### src/logic/gp_pkg.sv
// Shared constants and carrier types for the glow plug mode and control block.
// Assumes a 50 MHz mclk; every sensed analogue condition arrives as a
// comparator level that is already synchronous to mclk.
package gp_pkg;

   // =====================================================================
   // Clock and counter sizing
   localparam int GP_CLK_PERIOD_NS = 20;
   localparam int GP_CNT_W         = 24;

   // =====================================================================
   // Times in their own unit, cycle counts derived from them
   localparam int GP_CI_FILTER_US  = 20;
   localparam int GP_CI_FILTER_CYC =
      (GP_CI_FILTER_US * 1000 + GP_CLK_PERIOD_NS - 1) / GP_CLK_PERIOD_NS;
   localparam int GP_SUPPLY_FILTER_US  = 1000;
   localparam int GP_SUPPLY_FILTER_CYC =
      (GP_SUPPLY_FILTER_US * 1000 + GP_CLK_PERIOD_NS - 1) / GP_CLK_PERIOD_NS;
   localparam int GP_LOAD_DUMP_US  = 1000;
   localparam int GP_LOAD_DUMP_CYC =
      (GP_LOAD_DUMP_US * 1000 + GP_CLK_PERIOD_NS - 1) / GP_CLK_PERIOD_NS;
   localparam int GP_BATTERY_FILTER_US  = 1000;
   localparam int GP_BATTERY_FILTER_CYC =
      (GP_BATTERY_FILTER_US * 1000 + GP_CLK_PERIOD_NS - 1) / GP_CLK_PERIOD_NS;
   localparam int GP_PUMP_FILTER_US  = 1000;
   localparam int GP_PUMP_FILTER_CYC =
      (GP_PUMP_FILTER_US * 1000 + GP_CLK_PERIOD_NS - 1) / GP_CLK_PERIOD_NS;
   // Relay pulse suppress window is 2.5 ms to 5 ms; the least figure is used
   localparam int GP_SUPPRESS_US  = 2500;
   localparam int GP_SUPPRESS_CYC =
      (GP_SUPPRESS_US * 1000 + GP_CLK_PERIOD_NS - 1) / GP_CLK_PERIOD_NS;
   // Pulse group timeout is a longest time, so it rounds down
   localparam int GP_TIMEOUT_US  = 100000;
   localparam int GP_TIMEOUT_CYC =
      (GP_TIMEOUT_US * 1000) / GP_CLK_PERIOD_NS;

   // =====================================================================
   // Fault filter slots
   localparam int GP_NFILT       = 6;
   localparam int GP_F_UV        = 0;
   localparam int GP_F_OV        = 1;
   localparam int GP_F_LD        = 2;
   localparam int GP_F_LD_REL    = 3;
   localparam int GP_F_BAT       = 4;
   localparam int GP_F_PUMP      = 5;

   // =====================================================================
   // Types
   typedef enum logic [2:0] {
      GP_MODE_NONE = 3'b000,
      GP_MODE_1    = 3'b001,
      GP_MODE_2    = 3'b010,
      GP_MODE_3    = 3'b011,
      GP_MODE_4    = 3'b100,
      GP_MODE_5    = 3'b101,
      GP_MODE_6    = 3'b110
   } gp_mode_t;

   typedef struct packed {
      logic ms_grounded;
      logic ms_to_cur;
      logic bat_grounded;
      logic io_to_cur;
   } gp_straps_t;

   typedef struct packed {
      logic supply_below_low;
      logic supply_above_high;
      logic supply_above_load_dump;
      logic supply_below_openload;
      logic battery_below_low;
      logic pump_below_low;
   } gp_sense_t;

   typedef struct packed {
      gp_mode_t mode;
      logic     valid;
      logic     relay_mode;
      logic     serial_protocol;
      logic     shunt_sense;
      logic     temp_comp;
      logic     direct_timing;
      logic     power_regulation;
      logic     aux_supply;
   } gp_cfg_t;

   typedef struct packed {
      logic under_voltage;
      logic over_voltage;
      logic load_dump;
      logic battery_under_voltage;
      logic pump_under_voltage;
   } gp_fault_t;

endpackage

### src/logic/gp_control.sv
// Mode decode, supply supervision and control input handling for a glow
// plug driver. Assumes straps are stable at reset release, comparator and
// pin levels are synchronous to mclk, and power regulation arithmetic,
// current monitoring and diagnostic framing live in neighbouring blocks.
//
// Overview of operation
// - Six modes decoded from mode strap, battery strap and IO strap.
// - Modes 1-2 drive the relay output; modes 3-6 drive gate drivers.
// - Serial reporting except mode 1, which uses go/no-go reporting.
// - Modes 3-4 shunt sense; modes 5-6 on-resistance with compensation.
// - Modes 3 and 5 take gate timing straight from the command input.
// - Modes 4 and 6 treat command timing as a power request.
// - Supply low for filter time: plugs off, under voltage flagged.
// - Supply high for filter time: plugs off, over voltage flagged.
// - Load dump forces plugs on until supply not high for filter time.
// - Open-load detection suppressed while supply under enable level.
// - Supply switch-off releases by itself once its condition clears.
// - Modes 2-6 enable the battery pin as auxiliary supply.
// - Modes 2-6 flag battery under voltage after battery filter time.
// - Pump low for filter time: plugs off until command turns them on.
// - Undriven command input reads as off; plugs stay off.
// - Falling edge means on, rising edge off; short glitches ignored.
// - Modes 3-6 restart on-time and period measurement at each falling edge.
// - Modes 3-6: no falling edge within timeout ends the group; plugs off.
// - First low pulse above override level holds plugs on while low.
// - Mode 2 relay filters pulses shorter than the suppress time.
// - Mode 1 relay follows the static command level directly.
// - Suppress time is counted digitally within 2.5 ms to 5 ms.
`timescale 1ns/100ps
module gp_control
   import gp_pkg::*;
#(
   parameter int SUPPLY_FILTER_CYC  = GP_SUPPLY_FILTER_CYC,
   parameter int LOAD_DUMP_CYC      = GP_LOAD_DUMP_CYC,
   parameter int BATTERY_FILTER_CYC = GP_BATTERY_FILTER_CYC,
   parameter int PUMP_FILTER_CYC    = GP_PUMP_FILTER_CYC,
   parameter int SUPPRESS_CYC       = GP_SUPPRESS_CYC,
   parameter int TIMEOUT_CYC        = GP_TIMEOUT_CYC
) (
   input  wire logic                mclk,
   input  wire logic                rst_b,
   input  wire gp_straps_t          straps,
   input  wire gp_sense_t           sense,
   input  wire logic                command_input_pin,
   input  wire logic                command_above_override,
   output gp_cfg_t                  cfg,
   output gp_fault_t                fault,
   output logic                     openload_detect_enable,
   output logic                     gate_driver_enable,
   output logic                     gate_on,
   output logic                     relay_on,
   output logic [GP_CNT_W-1:0]      low_pulse_width,
   output logic                     low_pulse_valid,
   output logic [GP_CNT_W-1:0]      command_period,
   output logic                     command_period_valid
);

   localparam logic [GP_CNT_W-1:0] CI_LIM  = GP_CNT_W'(GP_CI_FILTER_CYC - 1);
   localparam logic [GP_CNT_W-1:0] SUP_LIM = GP_CNT_W'(SUPPRESS_CYC);
   localparam logic [GP_CNT_W-1:0] TO_LIM  = GP_CNT_W'(TIMEOUT_CYC);
   localparam logic [GP_CNT_W-1:0] CNT_MAX = '1;
   localparam int FCOUNT [GP_NFILT] = '{
      SUPPLY_FILTER_CYC, SUPPLY_FILTER_CYC, LOAD_DUMP_CYC,
      SUPPLY_FILTER_CYC, BATTERY_FILTER_CYC, PUMP_FILTER_CYC
   };

   typedef struct packed {
      gp_cfg_t             cfg;
      logic                ci_level;
      logic [GP_CNT_W-1:0] ci_cnt;
      logic                group_active;
      logic                override_hold;
      logic [GP_CNT_W-1:0] period_cnt;
      logic [GP_CNT_W-1:0] on_cnt;
      logic                timing_low;
      logic [GP_CNT_W-1:0] low_pulse_width;
      logic                low_pulse_valid;
      logic [GP_CNT_W-1:0] command_period;
      logic                command_period_valid;
      logic                first_fall_seen;
      logic                relay_follow;
      logic [GP_CNT_W-1:0] sup_cnt;
      logic                load_dump_hold;
      logic                pump_lock;
      logic                openload_en;
      logic                gate_en;
      logic                gate_on;
      logic                relay_on;
   } gp_ctrl_state_t;

   gp_ctrl_state_t       state;
   gp_ctrl_state_t       next_state;
   logic [GP_NFILT-1:0]  filt_raw;
   logic [GP_NFILT-1:0]  filt_hit;

   // ======================================================================
   // Fault filters
   always_comb begin
      filt_raw              = '0;
      filt_raw[GP_F_UV]     = sense.supply_below_low;
      filt_raw[GP_F_OV]     = sense.supply_above_high;
      filt_raw[GP_F_LD]     = sense.supply_above_load_dump;
      filt_raw[GP_F_LD_REL] = !sense.supply_above_high;
      filt_raw[GP_F_BAT]    = sense.battery_below_low && state.cfg.valid &&
                              (state.cfg.mode != GP_MODE_1);
      filt_raw[GP_F_PUMP]   = sense.pump_below_low;
   end

   genvar gi;
   generate
      for (gi = 0; gi < GP_NFILT; gi++) begin : g_filt
         gp_filter #(
            .COUNT (FCOUNT[gi])
         ) u_filt (
            .mclk  (mclk),
            .rst_b (rst_b),
            .raw   (filt_raw[gi]),
            .hit   (filt_hit[gi])
         );
      end
   endgenerate

   // ======================================================================
   // Next state
   always_comb begin
      logic ci_on;
      logic ci_fall;
      logic ci_rise;
      logic transistor;
      logic request;
      logic plugs_on;
      logic supply_off;
      gp_mode_t m;
      ci_on      = 1'b0;
      ci_fall    = 1'b0;
      ci_rise    = 1'b0;
      transistor = 1'b0;
      request    = 1'b0;
      plugs_on   = 1'b0;
      supply_off = 1'b0;
      m          = GP_MODE_NONE;
      next_state = state;
      next_state.low_pulse_valid      = 1'b0;
      next_state.command_period_valid = 1'b0;

      // Straps are caught once, in the first cycle after reset release
      if (!state.cfg.valid) begin
         if (straps.ms_grounded) begin
            m = straps.bat_grounded ? GP_MODE_1 : GP_MODE_2;
         end else if (straps.ms_to_cur) begin
            m = straps.io_to_cur ? GP_MODE_3 : GP_MODE_4;
         end else begin
            m = straps.io_to_cur ? GP_MODE_5 : GP_MODE_6;
         end
         next_state.cfg.mode  = m;
         next_state.cfg.valid = 1'b1;
         next_state.cfg.relay_mode =
            (m == GP_MODE_1) || (m == GP_MODE_2);
         next_state.cfg.serial_protocol  = (m != GP_MODE_1);
         next_state.cfg.shunt_sense      =
            (m == GP_MODE_3) || (m == GP_MODE_4);
         next_state.cfg.temp_comp        =
            (m == GP_MODE_5) || (m == GP_MODE_6);
         next_state.cfg.direct_timing    =
            (m == GP_MODE_3) || (m == GP_MODE_5);
         next_state.cfg.power_regulation =
            (m == GP_MODE_4) || (m == GP_MODE_6);
         next_state.cfg.aux_supply       = (m != GP_MODE_1);
      end

      // Command input deglitch; pin high is the off level
      if (command_input_pin == state.ci_level) begin
         next_state.ci_cnt = '0;
      end else if (state.ci_cnt == CI_LIM) begin
         next_state.ci_cnt   = '0;
         next_state.ci_level = command_input_pin;
      end else begin
         next_state.ci_cnt = state.ci_cnt + 1'b1;
      end
      ci_on   = !state.ci_level;
      ci_fall = state.ci_level && !next_state.ci_level;
      ci_rise = !state.ci_level && next_state.ci_level;
      transistor = state.cfg.valid && !state.cfg.relay_mode;

      // On-time and period measurement, pulse group supervision
      if (state.period_cnt != CNT_MAX) begin
         next_state.period_cnt = state.period_cnt + 1'b1;
      end
      if (state.timing_low && (state.on_cnt != CNT_MAX)) begin
         next_state.on_cnt = state.on_cnt + 1'b1;
      end
      if (transistor && ci_fall) begin
         if (state.first_fall_seen) begin
            next_state.command_period       = state.period_cnt + 1'b1;
            next_state.command_period_valid = 1'b1;
         end
         next_state.first_fall_seen = 1'b1;
         next_state.period_cnt      = '0;
         next_state.on_cnt          = '0;
         next_state.timing_low      = 1'b1;
         if (!state.group_active) begin
            next_state.override_hold = command_above_override;
         end
         next_state.group_active = 1'b1;
      end else if (transistor && ci_rise) begin
         if (state.timing_low) begin
            next_state.low_pulse_width = state.on_cnt + 1'b1;
            next_state.low_pulse_valid = 1'b1;
         end
         next_state.timing_low    = 1'b0;
         next_state.override_hold = 1'b0;
      end
      if (!ci_fall && state.group_active && (state.period_cnt >= TO_LIM) &&
          !(state.override_hold && ci_on)) begin
         next_state.group_active    = 1'b0;
         next_state.first_fall_seen = 1'b0;
         next_state.override_hold   = 1'b0;
      end

      // Relay request: mode 1 follows level, mode 2 suppresses short pulses
      if (state.cfg.mode == GP_MODE_1) begin
         next_state.relay_follow = ci_on;
         next_state.sup_cnt      = '0;
      end else if (state.cfg.mode == GP_MODE_2) begin
         if (ci_on == state.relay_follow) begin
            next_state.sup_cnt = '0;
         end else if (state.sup_cnt >= SUP_LIM - 1'b1) begin
            next_state.sup_cnt      = '0;
            next_state.relay_follow = ci_on;
         end else begin
            next_state.sup_cnt = state.sup_cnt + 1'b1;
         end
      end else begin
         next_state.relay_follow = 1'b0;
         next_state.sup_cnt      = '0;
      end

      // Load dump latch and pump lockout; setting wins over release
      if (filt_hit[GP_F_LD]) begin
         next_state.load_dump_hold = 1'b1;
      end else if (filt_hit[GP_F_LD_REL]) begin
         next_state.load_dump_hold = 1'b0;
      end
      if (filt_hit[GP_F_PUMP]) begin
         next_state.pump_lock = 1'b1;
      end else if (ci_fall) begin
         next_state.pump_lock = 1'b0;
      end

      // Output gating; supply faults release as their filters drop
      supply_off = filt_hit[GP_F_UV] || filt_hit[GP_F_OV];
      if (transistor) begin
         request = state.group_active && ci_on;
      end else begin
         request = state.relay_follow;
      end
      plugs_on = state.cfg.valid && (state.load_dump_hold ||
                 (request && !supply_off && !state.pump_lock));
      next_state.gate_on  = transistor && plugs_on;
      next_state.relay_on = state.cfg.valid && state.cfg.relay_mode &&
                            plugs_on;
      next_state.gate_en  = next_state.cfg.valid &&
                            !next_state.cfg.relay_mode;
      next_state.openload_en = !sense.supply_below_openload;
   end

   // ======================================================================
   // State register
   always_ff @(posedge mclk) begin
      if (!rst_b) begin
         state          <= '0;
         state.ci_level <= 1'b1;
      end else begin
         state <= next_state;
      end
   end

   // ======================================================================
   // Outputs
   assign cfg                         = state.cfg;
   assign fault.under_voltage         = filt_hit[GP_F_UV];
   assign fault.over_voltage          = filt_hit[GP_F_OV];
   assign fault.load_dump             = state.load_dump_hold;
   assign fault.battery_under_voltage = filt_hit[GP_F_BAT];
   assign fault.pump_under_voltage    = filt_hit[GP_F_PUMP];
   assign openload_detect_enable      = state.openload_en;
   assign gate_driver_enable          = state.gate_en;
   assign gate_on                     = state.gate_on;
   assign relay_on                    = state.relay_on;
   assign low_pulse_width             = state.low_pulse_width;
   assign low_pulse_valid             = state.low_pulse_valid;
   assign command_period              = state.command_period;
   assign command_period_valid        = state.command_period_valid;

endmodule

### src/logic/gp_filter.sv
// Fault filter: a raw comparator level must hold for COUNT cycles.
// Assumes raw is synchronous to mclk.
`timescale 1ns/100ps
module gp_filter
   import gp_pkg::*;
#(
   parameter int COUNT = 1
) (
   input  wire logic mclk,
   input  wire logic rst_b,
   input  wire logic raw,
   output logic      hit
);

   localparam logic [GP_CNT_W-1:0] LIMIT = GP_CNT_W'(COUNT);

   typedef struct packed {
      logic [GP_CNT_W-1:0] cnt;
      logic                hit;
   } gp_filter_state_t;

   gp_filter_state_t state;
   gp_filter_state_t next_state;

   // ======================================================================
   // Counter restarts whenever the raw condition clears
   always_comb begin
      next_state = state;
      if (!raw) begin
         next_state.cnt = '0;
      end else if (state.cnt != LIMIT) begin
         next_state.cnt = state.cnt + 1'b1;
      end
      next_state.hit = raw && (next_state.cnt == LIMIT);
   end

   always_ff @(posedge mclk) begin
      if (!rst_b) begin
         state <= '0;
      end else begin
         state <= next_state;
      end
   end

   assign hit = state.hit;

endmodule

### config.mk
export PLATFORM = sky130hd
export DESIGN_NAME = gp_control
export DESIGN_NICKNAME = d
export VERILOG_FILES = /design/src/logic/gp_pkg.sv /design/src/logic/gp_control.sv /design/src/logic/gp_filter.sv
export SDC_FILE = /design/constraint.sdc
export NUM_CORES = 1
export LEC_CHECK = 0
export ABC_AREA = 0
export BUFFER_PORTS_ARGS = -buffer_cell sky130_fd_sc_hd__buf_2
export CORE_MARGIN = 5
export CORE_UTILIZATION = 30
export CTS_BUF_LIST = sky130_fd_sc_hd__clkbuf_8
export DETAILED_ROUTE_END_ITERATION = 10
export MAX_ROUTING_LAYER = met4
export PLACE_DENSITY = 0.47
export SYNTH_ARGS = -nofsm -noshare
export SYNTH_HDL_FRONTEND = slang
export SYNTH_SLANG_ARGS = --single-unit
### constraint.sdc
create_clock -name mclk -period 2.1 [get_ports mclk]
set_input_delay 0.42 -clock mclk [delete_from_list [all_inputs] [get_ports mclk]]
set_output_delay 0.42 -clock mclk [all_outputs]
set_load 0.01 [all_outputs]
==> results.md <==
- Hold Path Sink: g_filt[2].u_filt.hit$_SDFF_PN0_
- DP Wirelength: ~30,000 µm
- RSZ-0062 raised after global routing: true
- Crit Reg-Reg Startpoint: g_filt[4].u_filt.state[14]$_SDFF_PN0_
- Sequential share of the synthesized area: 0.402
- Clock transition at the registers of the reported paths: about 60 ps
- Final WS setup: -102 ps
- Switching power: 3080 µW
- TritonCTS Buffers: 60
- Power per cell area: ~590 nW/µm²
- Count of final hold-check violations: 0
- Sequential Power Share: 0.481
- Period utilization: 1.05
- Placed cells: 2,821
- Int Power: 9580 µW
- Final net count: 2,265
- Die width: around 240 µm
- Num rows: 84
- Starting density of the core: 0.302
- RePlAce Congestion: 0.836
- Crit Path Max Fanout: 4
- FF-to-FF path depth: 7
- CTS Buffer Depth: 3
- Finished Core Util: 0.409
- Arrival time worst endpoint: 2750 ps
- Core Area: 52,300 µm²
- WP data required: ~2700 ps
- Number of flops mapped to enable cells by yosys: 0
- Area share of the largest cell type after synthesis: 0.402
- Grt ovf: 0
- Synthesized cell area: 15,800 µm²
- H-tree Lvls: 2
- Status: complete, but fails checks
- Antenna-violating nets left: 0
- Peak supply drop: 0.000423 V
- DR WL/cell: 14.5 µm
- Power share of the combinational group: 0.034
- Critical path class: flop to flop
- Post-route insts no fill: approximately 3,000
- Vias in the first global route: roughly 13,000
- Avg Inst Size Synth: 8.28 µm²
- Total GRT Usage: 0.147
- Vias per inst: 4.74
- Leak Pwr: 0.00806 µW
- Failing checks: setup timing
- Origin of the worst min-delay path: sense[3]
- Skew final: 35.5 ps
- Total length of routed wires: about 43,000 µm
- Clk_lat worst skew: between 600 and 700 ps
- Share of layout cells above drive strength 1: 0.322
- DRT Pass-1 Iters: 5
- Reg2reg end: g_filt[4].u_filt.hit$_SDFF_PN0_
- Pins over their slew limit: 0
- Die H: 239 µm
- Final setup vio count: 21
- Max Clk Rate: 0.454 GHz
- Layout area overhead: 35.4%
- Pin count of the biggest net entering global routing: 40
- Period minus WS final: between 2000 and 2500 ps
- Routed via count: between 10,000 and 15,000
- CTS Sinks: 317
- Top-count cell post-synth: nor2_1
- Synthesized instance count: 1,907
- Sw frac: 0.243
- Post-synth top area cell: dfxtp_1
- Setup WS pre-CTS: -351 ps
- Root buffer cell: clkbuf_8
- Crit start category: flop
- Top_reg_cell synth: dfxtp_1
- Reg-to-reg slack, setup: -100 ps
- Worst hold stages: 2
- DRC: 0
- Initial antenna violation count: 1
- Synth top area cells: dfxtp_1 (40%), nor2_1 (8.0%), xor2_1 (6.9%), xnor2_1 (6.7%), nand2_1 (3.3%)
- CTS tree: yes
- Number of top-level pins: 84
- DR iter-0 viols: 636
- Async S/R FF share, synth: 0
- PortBufs: 83
- Ys Warns: 0
- Crit. End Element: flop
- Max_cap viols: 0
- Post-synthesis cell type count: 70
- Die area: 57,300 µm²
- First-pass GRT wire length: 68,600 µm
- Clock power frac: 0.485
- Most frequent cells after synthesis: nor2_1 (337), dfxtp_1 (317), nand2_1 (138)
- Yosys reg bits: between 300 and 400
- Hold crit path type: primary input to flop
-- state kept, by name (all words and copies together) (netlist names) --
register                count
fault                       1
g_filt.u_filt.hit           6
relay_on                    1
command_period             24
command_period_valid        1
cfg                        10
gate_on                     1
state                     102
low_pulse_width            24
openload_detect_enable      1
gate_driver_enable          1
g_filt.u_filt.state       144
low_pulse_valid             1
-- power groups by stage --
stage / logic [µW] / clock network (µW) / registers [µW]
floorplan: 217 / 0 / 6210
global placement: 371 / 0 / 6220
detailed placement: 372 / 0 / 6220
CTS: 395 / 6420 / 6090
global route: 481 / 6690 / 6090
finish: 436 / 6130 / 6090
-- critical path, stage by stage, from the launching register on --
cell and delay (ps):
dfxtp_2 370, nand4_1 160, or2_4 310, or4b_1 530, a21o_1 200, a22oi_2 160
nand4b_1 130, a211oi_1 230
-- timing repair --
| action | CTS | global route |
|---|---|---|
| endpoints found under the hold margin | 1 | 0 |
| endpoints found under the setup margin | 114 | 109 |
| cloned | 7 | 5 |
| gates resized for setup | 94 | 190 |
| buffers inserted | 15 | 13 |
| hold buffers | 1 | 0 |
| pin swaps | 35 | 69 |
-- layer usage --
layer / global-route usage / routed length, µm / vias to the layer above
li1: - / - / 7173
met4: 0.0477 / 973 / 0
met3: 0.0277 / 1790 / 75
met5: - / 0 / -
met2: 0.237 / 20200 / 223
met1: 0.188 / 20200 / 6599
-- metrics by stage --
stage	hold slack, ps	power (µW)	TNS, ps	area, µm²
3_3_place_gp	425	6590	-4200	18600
4_1_cts	5.88	12900	-700	20500
2_1_floorplan	413	6430	-247	15900
5_1_grt	35.7	13300	-4670	21400
6_report	74.4	12700	-754	21400
3_5_place_dp	437	6590	-6810	18600
-- worst max path at each step --
stage | to | startpoint | slack (ps) | depth (start not counted)
floorplan | state[104]$_SDFFE_PP0P_ | state[89]$_SDFFE_PP0P_ | -80 | 7
global placement | g_filt[4].u_filt.hit$_SDFF_PN0_ | g_filt[4].u_filt.state[1]$_SDFF_PN0_ | -330 | 9
detailed placement | g_filt[4].u_filt.hit$_SDFF_PN0_ | g_filt[4].u_filt.state[2]$_SDFF_PN0_ | -350 | 9
CTS | g_filt[3].u_filt.hit$_SDFF_PN0_ | g_filt[3].u_filt.state[14]$_SDFF_PN0_ | -180 | 7
global route | g_filt[4].u_filt.hit$_SDFF_PN0_ | g_filt[4].u_filt.state[10]$_SDFF_PN0_ | -210 | 8
finish | g_filt[4].u_filt.hit$_SDFF_PN0_ | g_filt[4].u_filt.state[14]$_SDFF_PN0_ | -100 | 7
-- cell families after synthesis --
logic type,Yosys count,synth area share
AND/OR/NAND/NOR,899,0.286
AO/OA/AOI/OAI,210,0.0850
multiplexers,20,0.0129
other,1,0.000237
XOR/XNOR,246,0.136
adder cells (fa/ha/maj),18,0.0143
buffers and inverters,196,0.0637
flip-flops,317,0.402
-- cell usage in the layout (no fill, tap or decap), drive strengths merged, types with 6 or more instances in the layout --
cell | Yosys | final
conb | 1 | 7
and2 | 18 | 18
mux2i | 17 | 17
or2 | 10 | 10
nor2b | 14 | 14
dfxtp | 317 | 317
nor4b | 10 | 10
inv | 42 | 61
nand4b | 6 | 6
nor3 | 42 | 42
nor4 | 39 | 39
clkinv | 0 | 11
xnor2 | 121 | 121
nand2 | 139 | 139
and4 | 17 | 17
ha | 18 | 18
clkbuf | 67 | 84
nand3 | 99 | 99
nor2 | 337 | 337
o31ai | 10 | 10
a31oi | 6 | 6
a21oi | 73 | 73
o21ai | 38 | 38
or3 | 19 | 19
nor3b | 8 | 8
xor2 | 125 | 125
nand4 | 61 | 61
nor4bb | 6 | 6
and3 | 42 | 42
or4 | 10 | 10
buf | 87 | 406
nand2b | 13 | 13
a211oi | 46 | 46
-- cell type report --
type                    instances  area, µm²
clock buffers                  79       1090
inverters                      42        170
fillers                      5237      30900
well taps                     688        861
flip-flops and latches        317       6430
clock inverters                32        153
multi-input cells            1400       9440
diodes                          1       2.50
repair buffers                412       3250
(Power assumes the default switching activity.)
